[config.mk]
export PLATFORM = sky130hd
export DESIGN_NAME = ccl_coulomb_counter
export DESIGN_NICKNAME = d
export VERILOG_FILES = /design/src/hdl/ccl_pkg.sv /design/src/hdl/ccl_coulomb_counter.sv
export SDC_FILE = /design/constraint.sdc
export NUM_CORES = 1
export LEC_CHECK = 0
export ABC_AREA = 1
export BUFFER_PORTS_ARGS = -buffer_cell sky130_fd_sc_hd__clkbuf_2
export CAP_MARGIN = 10
export CELL_PAD_IN_SITES_DETAIL_PLACEMENT = 1
export CELL_PAD_IN_SITES_GLOBAL_PLACEMENT = 1
export CORE_MARGIN = 2
export CORE_UTILIZATION = 35
export DETAILED_ROUTE_END_ITERATION = 6
export GPL_TIMING_DRIVEN = 0
export PLACE_DENSITY_LB_ADDON = 0.1
export SETUP_SLACK_MARGIN = 0.4
export SLEW_MARGIN = 40
export SYNTH_ARGS = -nofsm -noshare
export SYNTH_HDL_FRONTEND = slang
export SYNTH_SLANG_ARGS = --single-unit
[constraint.sdc]
create_clock -name ref_clk -period 2.43 [get_ports ref_clk]
set_input_delay 0.243 -clock ref_clk [delete_from_list [all_inputs] [get_ports ref_clk]]
set_output_delay 0.243 -clock ref_clk [all_outputs]
set_load 0.02 [all_outputs]
[src/hdl/ccl_pkg.sv]
package ccl_pkg;
  // counter geometry
  localparam int unsigned CNT_W = 16;
  localparam int unsigned BYTE_W = 8;
  localparam logic [15:0] CNT_RESET = 16'h0000;
  localparam logic [15:0] CNT_MAX = 16'hffff;
  localparam logic [15:0] CNT_ONE = 16'h0001;
  localparam logic [7:0] BYTE_RESET = 8'h00;
  // field positions of the primary config and command bytes
  localparam int unsigned SEL_LO_BIT = 4;
  localparam int unsigned SEL_HI_BIT = 5;
  localparam int unsigned SNAP_BIT = 7;
  localparam int unsigned CLR_DIS_BIT = 6;
  localparam int unsigned CLR_CHG_BIT = 5;
  // synchroniser depth
  localparam int unsigned SYNC_STAGES = 2;
  // lane positions within the synchroniser vector
  localparam int unsigned SYNC_LANES = 5;
  localparam int unsigned LANE_PULSE = 0;
  localparam int unsigned LANE_DIR = 1;
  localparam int unsigned LANE_ADC = 2;
  localparam int unsigned LANE_GTMR = 3;
  localparam int unsigned LANE_STMR = 4;

  typedef enum logic [1:0] {
    CCL_SRC_CPU = 2'h0,
    CCL_SRC_ADC = 2'h1,
    CCL_SRC_GTMR = 2'h2,
    CCL_SRC_STMR = 2'h3
  } ccl_src_t;
endpackage : ccl_pkg

[src/hdl/ccl_coulomb_counter.sv]
`timescale 1ns/1ns
`default_nettype none
module ccl_coulomb_counter (
  // clock and reset
  input wire logic ref_clk,
  input wire logic rst,
  // analog front end, asynchronous
  input wire logic count_pulse_in,
  input wire logic sense_positive_in,
  // latch sources, asynchronous event levels
  input wire logic adc_busy_in,
  input wire logic general_timer_ovf_in,
  input wire logic second_timer_ovf_in,
  // primary config
  input wire logic gauge_power_on,
  input wire logic sense_input_short,
  input wire logic [1:0] latch_source_select,
  // command register write
  input wire logic cmd_write,
  input wire logic [7:0] gauge_command_reg,
  // status and latched bytes
  output logic current_direction_status,
  output logic direction_change_flag,
  output logic charge_wrap_flag,
  output logic discharge_wrap_flag,
  output logic [7:0] charge_latch_low_byte,
  output logic [7:0] charge_latch_high_byte,
  output logic [7:0] discharge_latch_low_byte,
  output logic [7:0] discharge_latch_high_byte
);

  // ------------------------------------------------------------
  // input synchronisers
  // ------------------------------------------------------------
  // two flops settle metastability, a third keeps the edge history
  localparam int unsigned NSYNC = ccl_pkg::SYNC_LANES;
  logic [NSYNC-1:0] async_in;
  logic [NSYNC-1:0] sync_q1_r;
  logic [NSYNC-1:0] sync_q2_r;
  logic [NSYNC-1:0] sync_prev_r;
  logic [NSYNC-1:0] sync_q1_nxt;
  logic [NSYNC-1:0] sync_q2_nxt;
  logic [NSYNC-1:0] sync_prev_nxt;

  assign async_in = {second_timer_ovf_in, general_timer_ovf_in, adc_busy_in,
                     sense_positive_in, count_pulse_in};

  always_comb begin
    sync_q1_nxt = async_in;
    sync_q2_nxt = sync_q1_r;
    sync_prev_nxt = sync_q2_r;
  end

  always_ff @(posedge ref_clk or posedge rst) begin
    if (rst) begin
      sync_q1_r <= '0;
      sync_q2_r <= '0;
      sync_prev_r <= '0;
    end else begin
      sync_q1_r <= sync_q1_nxt;
      sync_q2_r <= sync_q2_nxt;
      sync_prev_r <= sync_prev_nxt;
    end
  end

  // ------------------------------------------------------------
  // edge detection
  // ------------------------------------------------------------
  function automatic logic rise(input logic cur, input logic prev);
    rise = cur & ~prev;
  endfunction : rise

  logic pulse_ev;
  logic dir_now;
  logic dir_prev;
  logic adc_start_ev;
  logic adc_end_ev;
  logic gtmr_ev;
  logic stmr_ev;

  // shorted sense inputs see zero volts: no pulses reach the counters
  assign pulse_ev = gauge_power_on & ~sense_input_short &
                    rise(sync_q2_r[ccl_pkg::LANE_PULSE], sync_prev_r[ccl_pkg::LANE_PULSE]);
  assign dir_now = sync_q2_r[ccl_pkg::LANE_DIR];
  assign dir_prev = sync_prev_r[ccl_pkg::LANE_DIR];
  assign adc_start_ev = rise(sync_q2_r[ccl_pkg::LANE_ADC], sync_prev_r[ccl_pkg::LANE_ADC]);
  assign adc_end_ev = rise(sync_prev_r[ccl_pkg::LANE_ADC], sync_q2_r[ccl_pkg::LANE_ADC]);
  assign gtmr_ev = rise(sync_q2_r[ccl_pkg::LANE_GTMR], sync_prev_r[ccl_pkg::LANE_GTMR]);
  assign stmr_ev = rise(sync_q2_r[ccl_pkg::LANE_STMR], sync_prev_r[ccl_pkg::LANE_STMR]);

  // ------------------------------------------------------------
  // command decode and latch source mux
  // ------------------------------------------------------------
  ccl_pkg::ccl_src_t src;
  logic cpu_mode;
  logic snap_ev;
  logic clr_chg;
  logic clr_dis;

  // no guard across a source change: latches from the old source are stale
  assign src = ccl_pkg::ccl_src_t'(latch_source_select);
  assign cpu_mode = (src == ccl_pkg::CCL_SRC_CPU);
  assign clr_chg = cpu_mode & cmd_write & gauge_command_reg[ccl_pkg::CLR_CHG_BIT];
  assign clr_dis = cpu_mode & cmd_write & gauge_command_reg[ccl_pkg::CLR_DIS_BIT];

  always_comb begin
    unique case (src)
      ccl_pkg::CCL_SRC_CPU: snap_ev = cmd_write & gauge_command_reg[ccl_pkg::SNAP_BIT];
      ccl_pkg::CCL_SRC_ADC: snap_ev = adc_start_ev | adc_end_ev;
      ccl_pkg::CCL_SRC_GTMR: snap_ev = gtmr_ev;
      ccl_pkg::CCL_SRC_STMR: snap_ev = stmr_ev;
    endcase
  end

  // ------------------------------------------------------------
  // counters, latches and status
  // ------------------------------------------------------------
  logic [15:0] chg_cnt_r;
  logic [15:0] chg_cnt_nxt;
  logic [15:0] dis_cnt_r;
  logic [15:0] dis_cnt_nxt;
  logic [15:0] chg_lat_r;
  logic [15:0] chg_lat_nxt;
  logic [15:0] dis_lat_r;
  logic [15:0] dis_lat_nxt;
  logic dir_r;
  logic dir_nxt;
  logic dir_flag_r;
  logic dir_flag_nxt;
  logic chg_wrap_r;
  logic chg_wrap_nxt;
  logic dis_wrap_r;
  logic dis_wrap_nxt;
  logic inc_chg;
  logic inc_dis;

  assign inc_chg = pulse_ev & dir_now;
  assign inc_dis = pulse_ev & ~dir_now;

  always_comb begin
    chg_cnt_nxt = chg_cnt_r;
    dis_cnt_nxt = dis_cnt_r;
    chg_wrap_nxt = 1'h0;
    dis_wrap_nxt = 1'h0;
    // a clear beats a same-cycle count, which is then lost
    if (clr_chg) begin
      chg_cnt_nxt = ccl_pkg::CNT_RESET;
    end else if (inc_chg) begin
      chg_cnt_nxt = chg_cnt_r + ccl_pkg::CNT_ONE;
      chg_wrap_nxt = (chg_cnt_r == ccl_pkg::CNT_MAX);
    end
    if (clr_dis) begin
      dis_cnt_nxt = ccl_pkg::CNT_RESET;
    end else if (inc_dis) begin
      dis_cnt_nxt = dis_cnt_r + ccl_pkg::CNT_ONE;
      dis_wrap_nxt = (dis_cnt_r == ccl_pkg::CNT_MAX);
    end
    // latch captures settled registers, never a value mid-increment
    chg_lat_nxt = snap_ev ? chg_cnt_r : chg_lat_r;
    dis_lat_nxt = snap_ev ? dis_cnt_r : dis_lat_r;
    dir_nxt = dir_now;
    dir_flag_nxt = (dir_now != dir_prev);
  end

  always_ff @(posedge ref_clk or posedge rst) begin
    if (rst) begin
      chg_cnt_r <= ccl_pkg::CNT_RESET;
      dis_cnt_r <= ccl_pkg::CNT_RESET;
      chg_lat_r <= ccl_pkg::CNT_RESET;
      dis_lat_r <= ccl_pkg::CNT_RESET;
      dir_r <= 1'h0;
      dir_flag_r <= 1'h0;
      chg_wrap_r <= 1'h0;
      dis_wrap_r <= 1'h0;
    end else begin
      chg_cnt_r <= chg_cnt_nxt;
      dis_cnt_r <= dis_cnt_nxt;
      chg_lat_r <= chg_lat_nxt;
      dis_lat_r <= dis_lat_nxt;
      dir_r <= dir_nxt;
      dir_flag_r <= dir_flag_nxt;
      chg_wrap_r <= chg_wrap_nxt;
      dis_wrap_r <= dis_wrap_nxt;
    end
  end

  // ------------------------------------------------------------
  // outputs
  // ------------------------------------------------------------
  assign current_direction_status = dir_r;
  assign direction_change_flag = dir_flag_r;
  assign charge_wrap_flag = chg_wrap_r;
  assign discharge_wrap_flag = dis_wrap_r;
  assign charge_latch_low_byte = chg_lat_r[ccl_pkg::BYTE_W-1:0];
  assign charge_latch_high_byte = chg_lat_r[ccl_pkg::CNT_W-1:ccl_pkg::BYTE_W];
  assign discharge_latch_low_byte = dis_lat_r[ccl_pkg::BYTE_W-1:0];
  assign discharge_latch_high_byte = dis_lat_r[ccl_pkg::CNT_W-1:ccl_pkg::BYTE_W];

endmodule : ccl_coulomb_counter
`default_nettype wire

==> metrics, run 1 <==
detailed placement HPWL 6.78 mm; P_int 1.99 mW; Remaining Overflow, GRT 0; leading cell type in the layout, fill and taps excluded nand2_1; CTS root buf clkbuf_8; PwrDens 618 nW/µm²; vias in the first global route around 3,100; crit path max fanout 5; area added between synthesis and finish 21.6%; relative slew slack 77.5%; total power 2.71 mW; cts hold-fix bufs 6; achievable clock frequency ~640 MHz; # clock sinks between 80 and 90; Port Buf Inserts 50; initial antenna violation count 0; Clock Skews 0.00807 ns; Cell Rows 37; VDD IR-drop max roughly 370 µV; Crit. End Element flip-flop; drt drc 0; crit path DAT approximately 1.9 ns; Die Area around 11,000 µm²; Ports 56; Syn Inst Count about 430; crit share post-route between 60 and 70%; Max Cap Violations 0; CTS tree done; RSZ-0062 raised after global routing no; number of diodes 0; final net count roughly 520; syn_nets around 450; Avg Cell Area, Syn between 8 and 9 µm²; DR iter-0 viols ~100; Final Hold Fails 0; status finished clean; WL/cell approximately 14 µm; post-cts resize count 0; first-pass GRT wire length 15.3 mm; die height 106 µm; Syn Std Cell Area approximately 3600 µm²; # placed instances just over 600; Starting Density 35.4%; Synth top area share a little under three fifths; pin count of the biggest net entering global routing 23; Vias/cell approximately 4.8; Sequential Power Share a little over half; Psw 0.726 mW; most frequent cells in the layout nand2_1 (137), dfrtp_1 (82), nor2_1 (66), clkbuf_2 (50), o21ai_0 (33); Required @ worst endpoint around 2.7 ns; actual slew at the worst max-slew pin 0.337 ns; H-Tree Depth 3; clk slew on worst S/H paths ~0.090 ns; Max clock buf depth 2; minimum clock period roughly 1.6 ns; drt total wl 8.89 mm; core area slightly above 10,000 µm²; Seq cells post-synth between 80 and 90; final setup vio count 0; largest cells by area after synthesis dfrtp_1 (57%), nand2_1 (14%), nor2_1 (6.9%); setup TNS 0 ns; register area share after synthesis 56.9%; drt first pass iters 4; Ys Warns 0; leakage power total approximately 2.3 nW; Clock power frac between 30% and 40%; dominant cell type by area after synthesis dfrtp_1; CP Class reg2reg; Comb pwr share under 10%; crit path launch type flip-flop; # Post-CTS Setup Buffers 0; final cell count without fillers 637; Chip Width ~110 µm; GP Congestion approximately 0.76; Vias a little over 3,000; Sw Share a little over a quarter; total CTS buffers 9; Distinct cells, synth 24; Max Slew Vio Count 0; HP Class in2async; # fillers 1,250; layout cells sized above 1 around a fifth; Post-DRT Antenna Nets 0; gr usage total between 10% and 20%; worst-skew pair later-pin latency 0.35 ns
[cell families after synthesis]
family / Yosys count / share of synthesized area, %
simple gates: 245 / 28.5
flops: 82 / 56.9
compound gates: 61 / 8.78
buf+inv: 34 / 4.86
fa+ha+maj: 2 / 0.694
xor+xnor: 1 / 0.243
[path summary, 6_finish.rpt]
check,depth (start not counted),to,slack (ns),start
worst max-delay path,7,charge_wrap_flag,0.86,chg_cnt_r[0]
worst min-delay path,3,sync_prev_r[1],0.35,rst
worst max register to register,7,charge_wrap_flag,0.86,chg_cnt_r[0]
worst min register to register,0,sync_prev_nxt[0],0.36,sync_q1_r[0]
min in group ref_clk,0,sync_prev_nxt[0],0.36,sync_q1_r[0]
max in group asynchronous,5,chg_lat_r[13],1.53,rst
[power by group through the flow]
| stage | clock [mW] | combinational [mW] | sequential [mW] |
|---|---|---|---|
| floorplan | 0 | 0.124 | 1.49 |
| global placement | 0 | 0.226 | 1.47 |
| detailed placement | 0 | 0.252 | 1.47 |
| CTS | 1.06 | 0.260 | 1.45 |
| global route | 1.11 | 0.283 | 1.45 |
| finish | 1.02 | 0.252 | 1.45 |
[cells in the mapped netlist]
| cell | instances |
|---|---|
| nor2_2 | 4 |
| inv_1 | 20 |
| buf_2 | 5 |
| a21oi_1 | 22 |
| xor2_1 | 1 |
| o21ai_0 | 33 |
| o21ai_1 | 5 |
| nand3_2 | 2 |
| nor2_1 | 66 |
| nand4_2 | 2 |
| nand4_1 | 5 |
| a21oi_4 | 1 |
| nand3b_1 | 1 |
| buf_6 | 4 |
| and2_1 | 1 |
| nand2_1 | 137 |
| nor2_4 | 2 |
| dfrtp_1 | 82 |
| nor3b_1 | 1 |
| nand2_2 | 2 |
| inv_2 | 2 |
| buf_4 | 3 |
| nand3_1 | 22 |
| ha_1 | 2 |
[through the flow]
step | util, % | area (µm²) | setup slack [ns] | hold WS (ns)
2_1_floorplan | - | 3610 | 1.18 | 0.274
3_3_place_gp | 39.6 | 4030 | 0.597 | 0.333
3_5_place_dp | 40.5 | 4130 | 0.907 | 0.161
4_1_cts | 43.1 | 4390 | 0.868 | 0.314
5_1_grt | 43.1 | 4390 | 0.697 | 0.348
6_report | 43.1 | 4390 | 0.861 | 0.347
[critical path: stages (launching register included)]
cell and delay, ns:
dfrtp_1 0.42, ha_1 0.20, nand2_1 0.08, nor2_1 0.19, nand2_1 0.16, nor2_1 0.20
nand4_1 0.14, nor2_1 0.11
[metal layers]
| layer | vias to the layer above | global-route usage [%] | part of all wire, % |
|---|---|---|---|
| met2 | 34 | 29.6 | 50 |
| met5 | - | 0 | 0 |
| met3 | 9 | 3.09 | 2.3 |
| li1 | 1502 | - | - |
| met4 | 0 | 6.48 | 1.2 |
| met1 | 1515 | 22.0 | 46 |
[state kept, by name, indices dropped and copies added (netlist names)]
name / count
dis_cnt_r: 16
sync_prev_r: 5
charge_wrap_flag: 1
chg_lat_r: 16
direction_change_flag: 1
sync_q1_r: 5
chg_cnt_r: 16
discharge_wrap_flag: 1
dis_lat_r: 16
sync_prev_nxt: 5
[cell type report]
type | instances | area [µm²] | area share (%)
Sequential cell | 82 | 2050 | 46.8
Multi-Input combinational cell | 309 | 1380 | 31.5
Timing Repair Buffer | 60 | 405 | 9.24
Tap cell | 136 | 170 | 3.88
Clock buffer | 9 | 124 | 2.82
Buffer | 12 | 92.6 | 2.11
Inverter | 22 | 86.3 | 1.97
Clock inverter | 7 | 76.3 | 1.74
(Power assumes the default switching activity.)
==> run 2, diff against run 1 <==
--- a/config.mk
+++ b/config.mk
@@ -5,7 +5,7 @@
 export SDC_FILE = /design/constraint.sdc
 export NUM_CORES = 1
 export LEC_CHECK = 0
-export ABC_AREA = 1
+export ABC_AREA = 0
 export BUFFER_PORTS_ARGS = -buffer_cell sky130_fd_sc_hd__clkbuf_2
 export CAP_MARGIN = 10
 export CELL_PAD_IN_SITES_DETAIL_PLACEMENT = 1
==> constraint.sdc (replaced) <==
create_clock -name ref_clk -period 1.35 [get_ports ref_clk]
set_input_delay 0.135 -clock ref_clk [delete_from_list [all_inputs] [get_ports ref_clk]]
set_output_delay 0.135 -clock ref_clk [all_outputs]
set_load 0.02 [all_outputs]
==> run 2 against run 1 <==
  * The flow now finishes with violations (setup timing)
  * Via count fell by 10%
  * Sequential share of layout area down 10 points
  * Non-clock buffer count rose by 69
  * Cell area is 28% higher
  * First-iteration DRC count is 41% lower
  * Sequential power is 81% higher
  * Largest cell class unchanged
==> metrics, run 2 <==
Post-synth EDFFs 0 (unchanged); Port Buf Inserts 50 (unchanged); relative slew slack 55.1% (-22 points); # clock sinks 82 (unchanged); failing checks setup timing; crit share post-route 122% (+58 points); achievable clock frequency 607 MHz (-4.8%); final setup vio count 64 (+64); layout cells sized above 1 54.9% (+35 points); leading cell type in the layout, fill and taps excluded dfrtp_1; Die Area 10,800 µm² (-3.2%); first-pass GRT wire length 14.7 mm (-4.0%); dominant cell type by area after synthesis dfrtp_1; vias in the first global route 2,869 (-8.0%); Vias/cell 4.89 (+1.8%); status complete, but fails checks; Final Hold Fails 0 (unchanged); area added between synthesis and finish 61.1%; worst-skew pair later-pin latency 0.37 ns (+0.02 ns); Worst setup startpoint sync_prev_r[0]; Seq cells post-synth 82 (unchanged); fraction of registers with async set or reset after synthesis 100% (unchanged); Hold Slack 0.0371 ns (-0.310 ns); die height 104 µm (-1.6%); CP Class reg2reg; Vias 2,743 (-10%); minimum clock period 1.65 ns (+0.0794 ns); CTS root buf clkbuf_8; crit path launch type flip-flop; Remaining Overflow, GRT 0 (unchanged); gr usage total 17.2% (-0.19 points); Starting Density 35.8% (+0.41 points); Post-DRT Antenna Nets 0 (unchanged); largest cells by area after synthesis dfrtp_1 (59%), mux2_2 (10%), xor2_1 (3.0%); clk slew on worst S/H paths 0.09 ns (about the same); CP cell instances and4bb_4 -> a21oi_2 -> or3_4 -> mux2_4; total power 5.32 mW (+96%); Avg Cell Area, Syn 12.4 µm² (+46%); drt total wl 9.51 mm (+7.0%); PwrDens 948 nW/µm² (+53%); Required @ worst endpoint 1.59 ns (-1.12 ns); WL/cell 17.0 µm (+21%); pin count of the biggest net entering global routing 24 (+4.3%); Max Slew Vio Count 0 (unchanged); # fillers 1,010 (-19%); Post-synth top flop dfrtp_1; HP Class in2async; Post-synth top cells dfrtp_1 (82), mux2_2 (32), nor2_1 (20); Multi-input gate area 1670 µm² (+21%); Cell Rows 36 (-2.7%); DP Worst Slack -0.429 ns (-1.34 ns); GP Congestion 0.727 (-4.2%); syn_nets 303 (-32%); leakage power total 2.74 nW (+17%); cell family with most CP delay simple AND/OR/NAND/NOR gates; crit path max fanout 4 (-1); Sequential Area 2070 µm² (+0.67%); setup TNS -10.62 ns (-10.62 ns); Chip Width 104 µm (-1.6%); initial antenna violation count 0 (unchanged); number of diodes 0 (unchanged); register area share after synthesis 58.9% (+2.0 points); Ports 56 (unchanged); Worst path max stage delay 0.39 ns (-0.03 ns); count leader, synth dfrtp_1; Slowest-stage cell, CP dfrtp_1; Syn Inst Count 281 (-34%); total CTS buffers 9 (unchanged); detailed placement HPWL 5.43 mm (-20%); Ys Warns 0 (unchanged); Synth top area share 58.9% (+2.0 points); Max Cap Violations 0 (unchanged); Buf/Inv on CP 0 (unchanged); actual slew at the worst max-slew pin 0.673 ns (+0.336 ns); core area 9730 µm² (-4.5%); final net count 445 (-14%); most frequent cells in the layout dfrtp_1 (71), buf_4 (57), clkbuf_8 (47), nor2_1 (19), mux2_2 (17); R2R Path Start sync_prev_r[0]; Distinct cells, synth 43 (+79%); CTS tree done; Crit. End Element flip-flop; drt first pass iters 4 (unchanged); PnR worst setup slack -0.298 ns (-1.16 ns); H-Tree Depth 3 (unchanged); drt drc 0 (unchanged); Max clock buf depth 2 (unchanged); RSZ-0062 raised after global routing yes; Clock Skews 0.0143 ns (+0.00623 ns); Syn Std Cell Area 3490 µm² (-3.4%); VDD IR-drop max 691 µV (+89%); DR iter-0 viols 60 (-41%); Core Util, Final 57.7% (+15 points); crit path DAT 1.89 ns (+0.04 ns)
run 2: through the flow:
| step | std cells | area [µm²] |
|---|---|---|
| after floorplan | 281 | 3640 |
| after global placement | 464 | 4060 |
| after detailed placement | 468 | 4170 |
| after CTS | 530 | 5200 |
| after global routing | 561 | 5620 |
| final | 561 | 5620 |
run 2: logic make-up after synthesis:
family / synth area share (%)
and+or+nand+nor: 17.2
xor gates and xnor gates: 4.77
DFF: 58.9
muxes: 10.8
adders and majority gates: 0.718
buffers and inverters: 2.40
AOI/OAI and AO/OA: 5.24
run 2: final timing paths:
path	endpoint	slack, ns	depth (start not counted)
setup / recovery	dis_cnt_r[13]	-0.30	4
hold / removal	charge_wrap_flag	0.04	4
setup reg to reg	dis_cnt_r[13]	-0.30	4
hold reg to reg	sync_prev_nxt[1]	0.35	0
max in group asynchronous	dis_cnt_r[3]	0.81	6
min in group ref_clk	dis_cnt_r[10]	0.29	4
run 2: area by class of cell:
| cell class | instances | share of cell area (%) |
|---|---|---|
| sequential | 82 | 36.8 |
| multi-input combinational | 180 | 29.7 |
| timing repair buffer | 131 | 24.2 |
| tap | 133 | 2.96 |
| clock buffer | 14 | 2.90 |
| buffer | 10 | 2.09 |
| inverter | 9 | 0.668 |
| clock inverter | 2 | 0.624 |
run 2: layer usage:
layer | GRT usage [%] | part of all wire (%) | vias up
met2 | 28.1 | 51 | 45
met4 | 6.08 | 1.6 | 0
met5 | 0 | 0 | -
met3 | 3.46 | 2.6 | 10
li1 | - | - | 1290
met1 | 22.7 | 45 | 1398
run 2: report_power, final:
group | internal [mW] | switching (mW) | total (mW)
Combinational | 0.487 | 0.361 | 0.848
Clock | 0.957 | 0.888 | 1.84
Sequential | 2.55 | 0.0767 | 2.63
run 2: what timing repair did:
action / in CTS / in global routing
hold buffers: 7 / 0
cloned: 2 / 0
buffers inserted: 37 / 31
gates resized for setup: 106 / 43
endpoints found under the setup margin: 102 / 119
endpoints found under the hold margin: 19 / 0
pin swaps: 15 / 27
run 2: tightest hold or removal path, stage by stage:
cell	delay, ns
clkbuf_2	0.10
clkinvlp_4	0.07
dlymetal6s4s_1	0.26
buf_16	0.18
==> run 3, diff against run 2 <==
--- a/config.mk
+++ b/config.mk
@@ -15,7 +15,7 @@
 export DETAILED_ROUTE_END_ITERATION = 6
 export GPL_TIMING_DRIVEN = 0
 export PLACE_DENSITY_LB_ADDON = 0.1
-export SETUP_SLACK_MARGIN = 0.4
+export SETUP_SLACK_MARGIN = 0.15
 export SLEW_MARGIN = 40
 export SYNTH_ARGS = -nofsm -noshare
 export SYNTH_HDL_FRONTEND = slang
==> run 3 against run 2 <==
  * The run still ends with setup timing left
  * Highest routed layer unchanged
  * Clock power barely moved
  * Critical endpoint unchanged
  * Non-clock buffer count fell by 18
  * Flip-flop and latch count did not move
  * Wire length fell by 2.2%
  * Combinational power fell by 19%
  * Sequential share of layout area rose by 2.5 points
  * Critical path type unchanged
  * Cell count fell by 3.2%
  * Clock-buffer cell count fell by 4
  * First-iteration DRC count rose by 37%
  * Worst setup slack improved by 0.022 ns
  * Fmax rose by 1.3%
==> metrics, run 3 (synthesized netlist as in run 2, its figures left out) <==
minimum clock period 1.63 ns (-0.0215 ns); Cell Rows 36 (unchanged); Crit. End Element flip-flop; hold_sp latch_source_select[1]; CP Class reg2reg; # clock sinks 82 (unchanged); crit share post-route 121% (-1.6 points); initial antenna violation count 0 (unchanged); leading cell type in the layout, fill and taps excluded dfrtp_1; setup TNS -10.45 ns (+0.165 ns); HP Class in2reg; most frequent cells in the layout dfrtp_1 (68), clkbuf_2 (52), buf_4 (36), nor2_1 (19), mux2_4 (18); core area 9730 µm² (unchanged); relative slew slack 60.1% (+5.0 points); pin count of the biggest net entering global routing 23 (-4.2%); clk slew on worst S/H paths 0.09 ns (about the same); detailed placement HPWL 5.59 mm (+2.9%); number of diodes 0 (unchanged); final cell count without fillers 543 (-3.2%); Chip Width 104 µm (unchanged); hold path depth 4; PwrDens 983 nW/µm² (+3.7%); Multi-input gate area 1720 µm² (+3.0%); CTS root buf clkbuf_8; r2r worst-path depth 4 (unchanged); crit path DAT 1.88 ns (about the same); Sequential Area 2070 µm² (+0.18%); VDD IR-drop max 508 µV (-26%); GRT met3 Usage 3.71% (+0.25 points); reg2reg setup slack -0.28 ns (+0.02 ns); Post-DRT Antenna Nets 0 (unchanged); failing checks setup timing; Worst Hold Path EP dis_cnt_r[14]; Remaining Overflow, GRT 0 (unchanged); first-pass GRT wire length 14.6 mm (-0.29%); RSZ-0062 raised after global routing yes; PnR worst setup slack -0.277 ns (+0.0215 ns); final setup vio count 62 (-3.1%); CTS tree done; M2 GR Usage 27.4% (-0.66 points); GP Congestion 0.725 (-0.21%); H-Tree Depth 3 (unchanged); crit path max fanout 4 (unchanged); reg-to-reg endpoint dis_cnt_r[13]; Vias 2,688 (-2.0%); Max Cap Violations 0 (unchanged); Die Area 10,800 µm² (unchanged); layout cells sized above 1 57.3% (+2.4 points); Hold Slack 0.282 ns (+0.245 ns); total power 5.18 mW (-2.8%); actual slew at the worst max-slew pin 0.598 ns (-0.0746 ns); Vias/cell 4.95 (+1.2%); final net count 427 (-4.0%); vias in the first global route 2,817 (-1.8%); global routing usage on met1 22.8% (+0.083 points); worst-skew pair later-pin latency 0.36 ns (about the same); Required @ worst endpoint 1.60 ns (about the same); Core Util, Final 54.1% (-3.6 points); global routing's busiest layer met2; Max Slew Vio Count 0 (unchanged); Final Hold Fails 0 (unchanged); DR iter-0 viols 82 (+37%); crit path launch type flip-flop; # fillers 1,015 (+0.50%); total CTS buffers 9 (unchanged); drt drc 0 (unchanged); area added between synthesis and finish 51.1%; R2R Path Start sync_prev_r[0]; WL/cell 17.1 µm (+1.0%); Starting Density 35.8% (unchanged); Port Buf Inserts 50 (unchanged); drt total wl 9.30 mm (-2.2%); leakage power total 2.56 nW (-6.6%); Clock Skews 0.0119 ns (-0.00243 ns); # placed instances 468 (unchanged); die height 104 µm (unchanged); Max clock buf depth 2 (unchanged); Worst setup startpoint sync_prev_r[0]; Ports 56 (unchanged); drt first pass iters 4 (unchanged); status complete, but fails checks; achievable clock frequency 615 MHz (+1.3%); gr usage total 17.2% (+0.051 points)
==> run 3: cell count changes in the layout (fill, tap and decap cells not counted), moves of 4 or more <==
| cell | change |
|---|---|
| clkbuf_8 | -37 |
| clkinvlp_4 | +4 |
| clkbuf_2 | +37 |
| clkbuf_1 | -4 |
| buf_4 | -21 |
==> run 3: per-layer routing <==
metal	part of all wire, %	up-vias
met5	0	-
met4	1.9	0
li1	-	1252
met2	49	49
met1	46	1373
met3	3.0	14
==> run 3: how the worst max path moves through the flow <==
stage / endpoint / slack [ns]
2_1_floorplan: dis_cnt_r[13] / -0.18
3_3_place_gp: chg_cnt_r[2] / -0.51
3_5_place_dp: dis_cnt_r[9] / -0.43
4_1_cts: dis_cnt_r[13] / -0.29
5_1_grt: dis_cnt_r[12] / -0.34
6_report: dis_cnt_r[13] / -0.28
==> run 3: critical path, stage by stage (launching register included) <==
cell,delay (ns)
dfrtp_1,0.39
and4bb_4,0.39
a21oi_4,0.08
or3_4,0.37
mux2_4,0.29
==> run 3: cell type report <==
class | instances | area share (%)
Timing Repair Buffer | 113 | 18.0
Inverter | 9 | 0.784
Multi-Input combinational cell | 180 | 32.7
Buffer | 10 | 2.26
Tap cell | 133 | 3.16
Clock inverter | 6 | 1.26
Clock buffer | 10 | 2.61
Sequential cell | 82 | 39.3
==> run 3: through the flow <==
step,worst slack [ns],area (µm²)
finish,-0.277,5270
global route,-0.336,5270
CTS,-0.290,4900
detailed placement,-0.435,4160
global placement,-0.513,4050
floorplan,-0.181,3630
==> run 3: repair_timing <==
| action | 4_1_cts | 5_1_grt |
|---|---|---|
| setup buffers | 35 | 15 |
| cloned | 1 | 2 |
| gates resized for setup | 51 | 48 |
| hold buffers | 6 | 0 |
| hold endpoints to repair | 14 | 0 |
| setup endpoints to repair | 65 | 66 |
| pin swaps | 21 | 25 |
==> run 3: power by group <==
part	switching, mW	total, mW	internal (mW)
logic	0.330	0.686	0.356
clock network	0.951	1.86	0.905
registers	0.0796	2.64	2.56
total	1.36	5.18	3.82
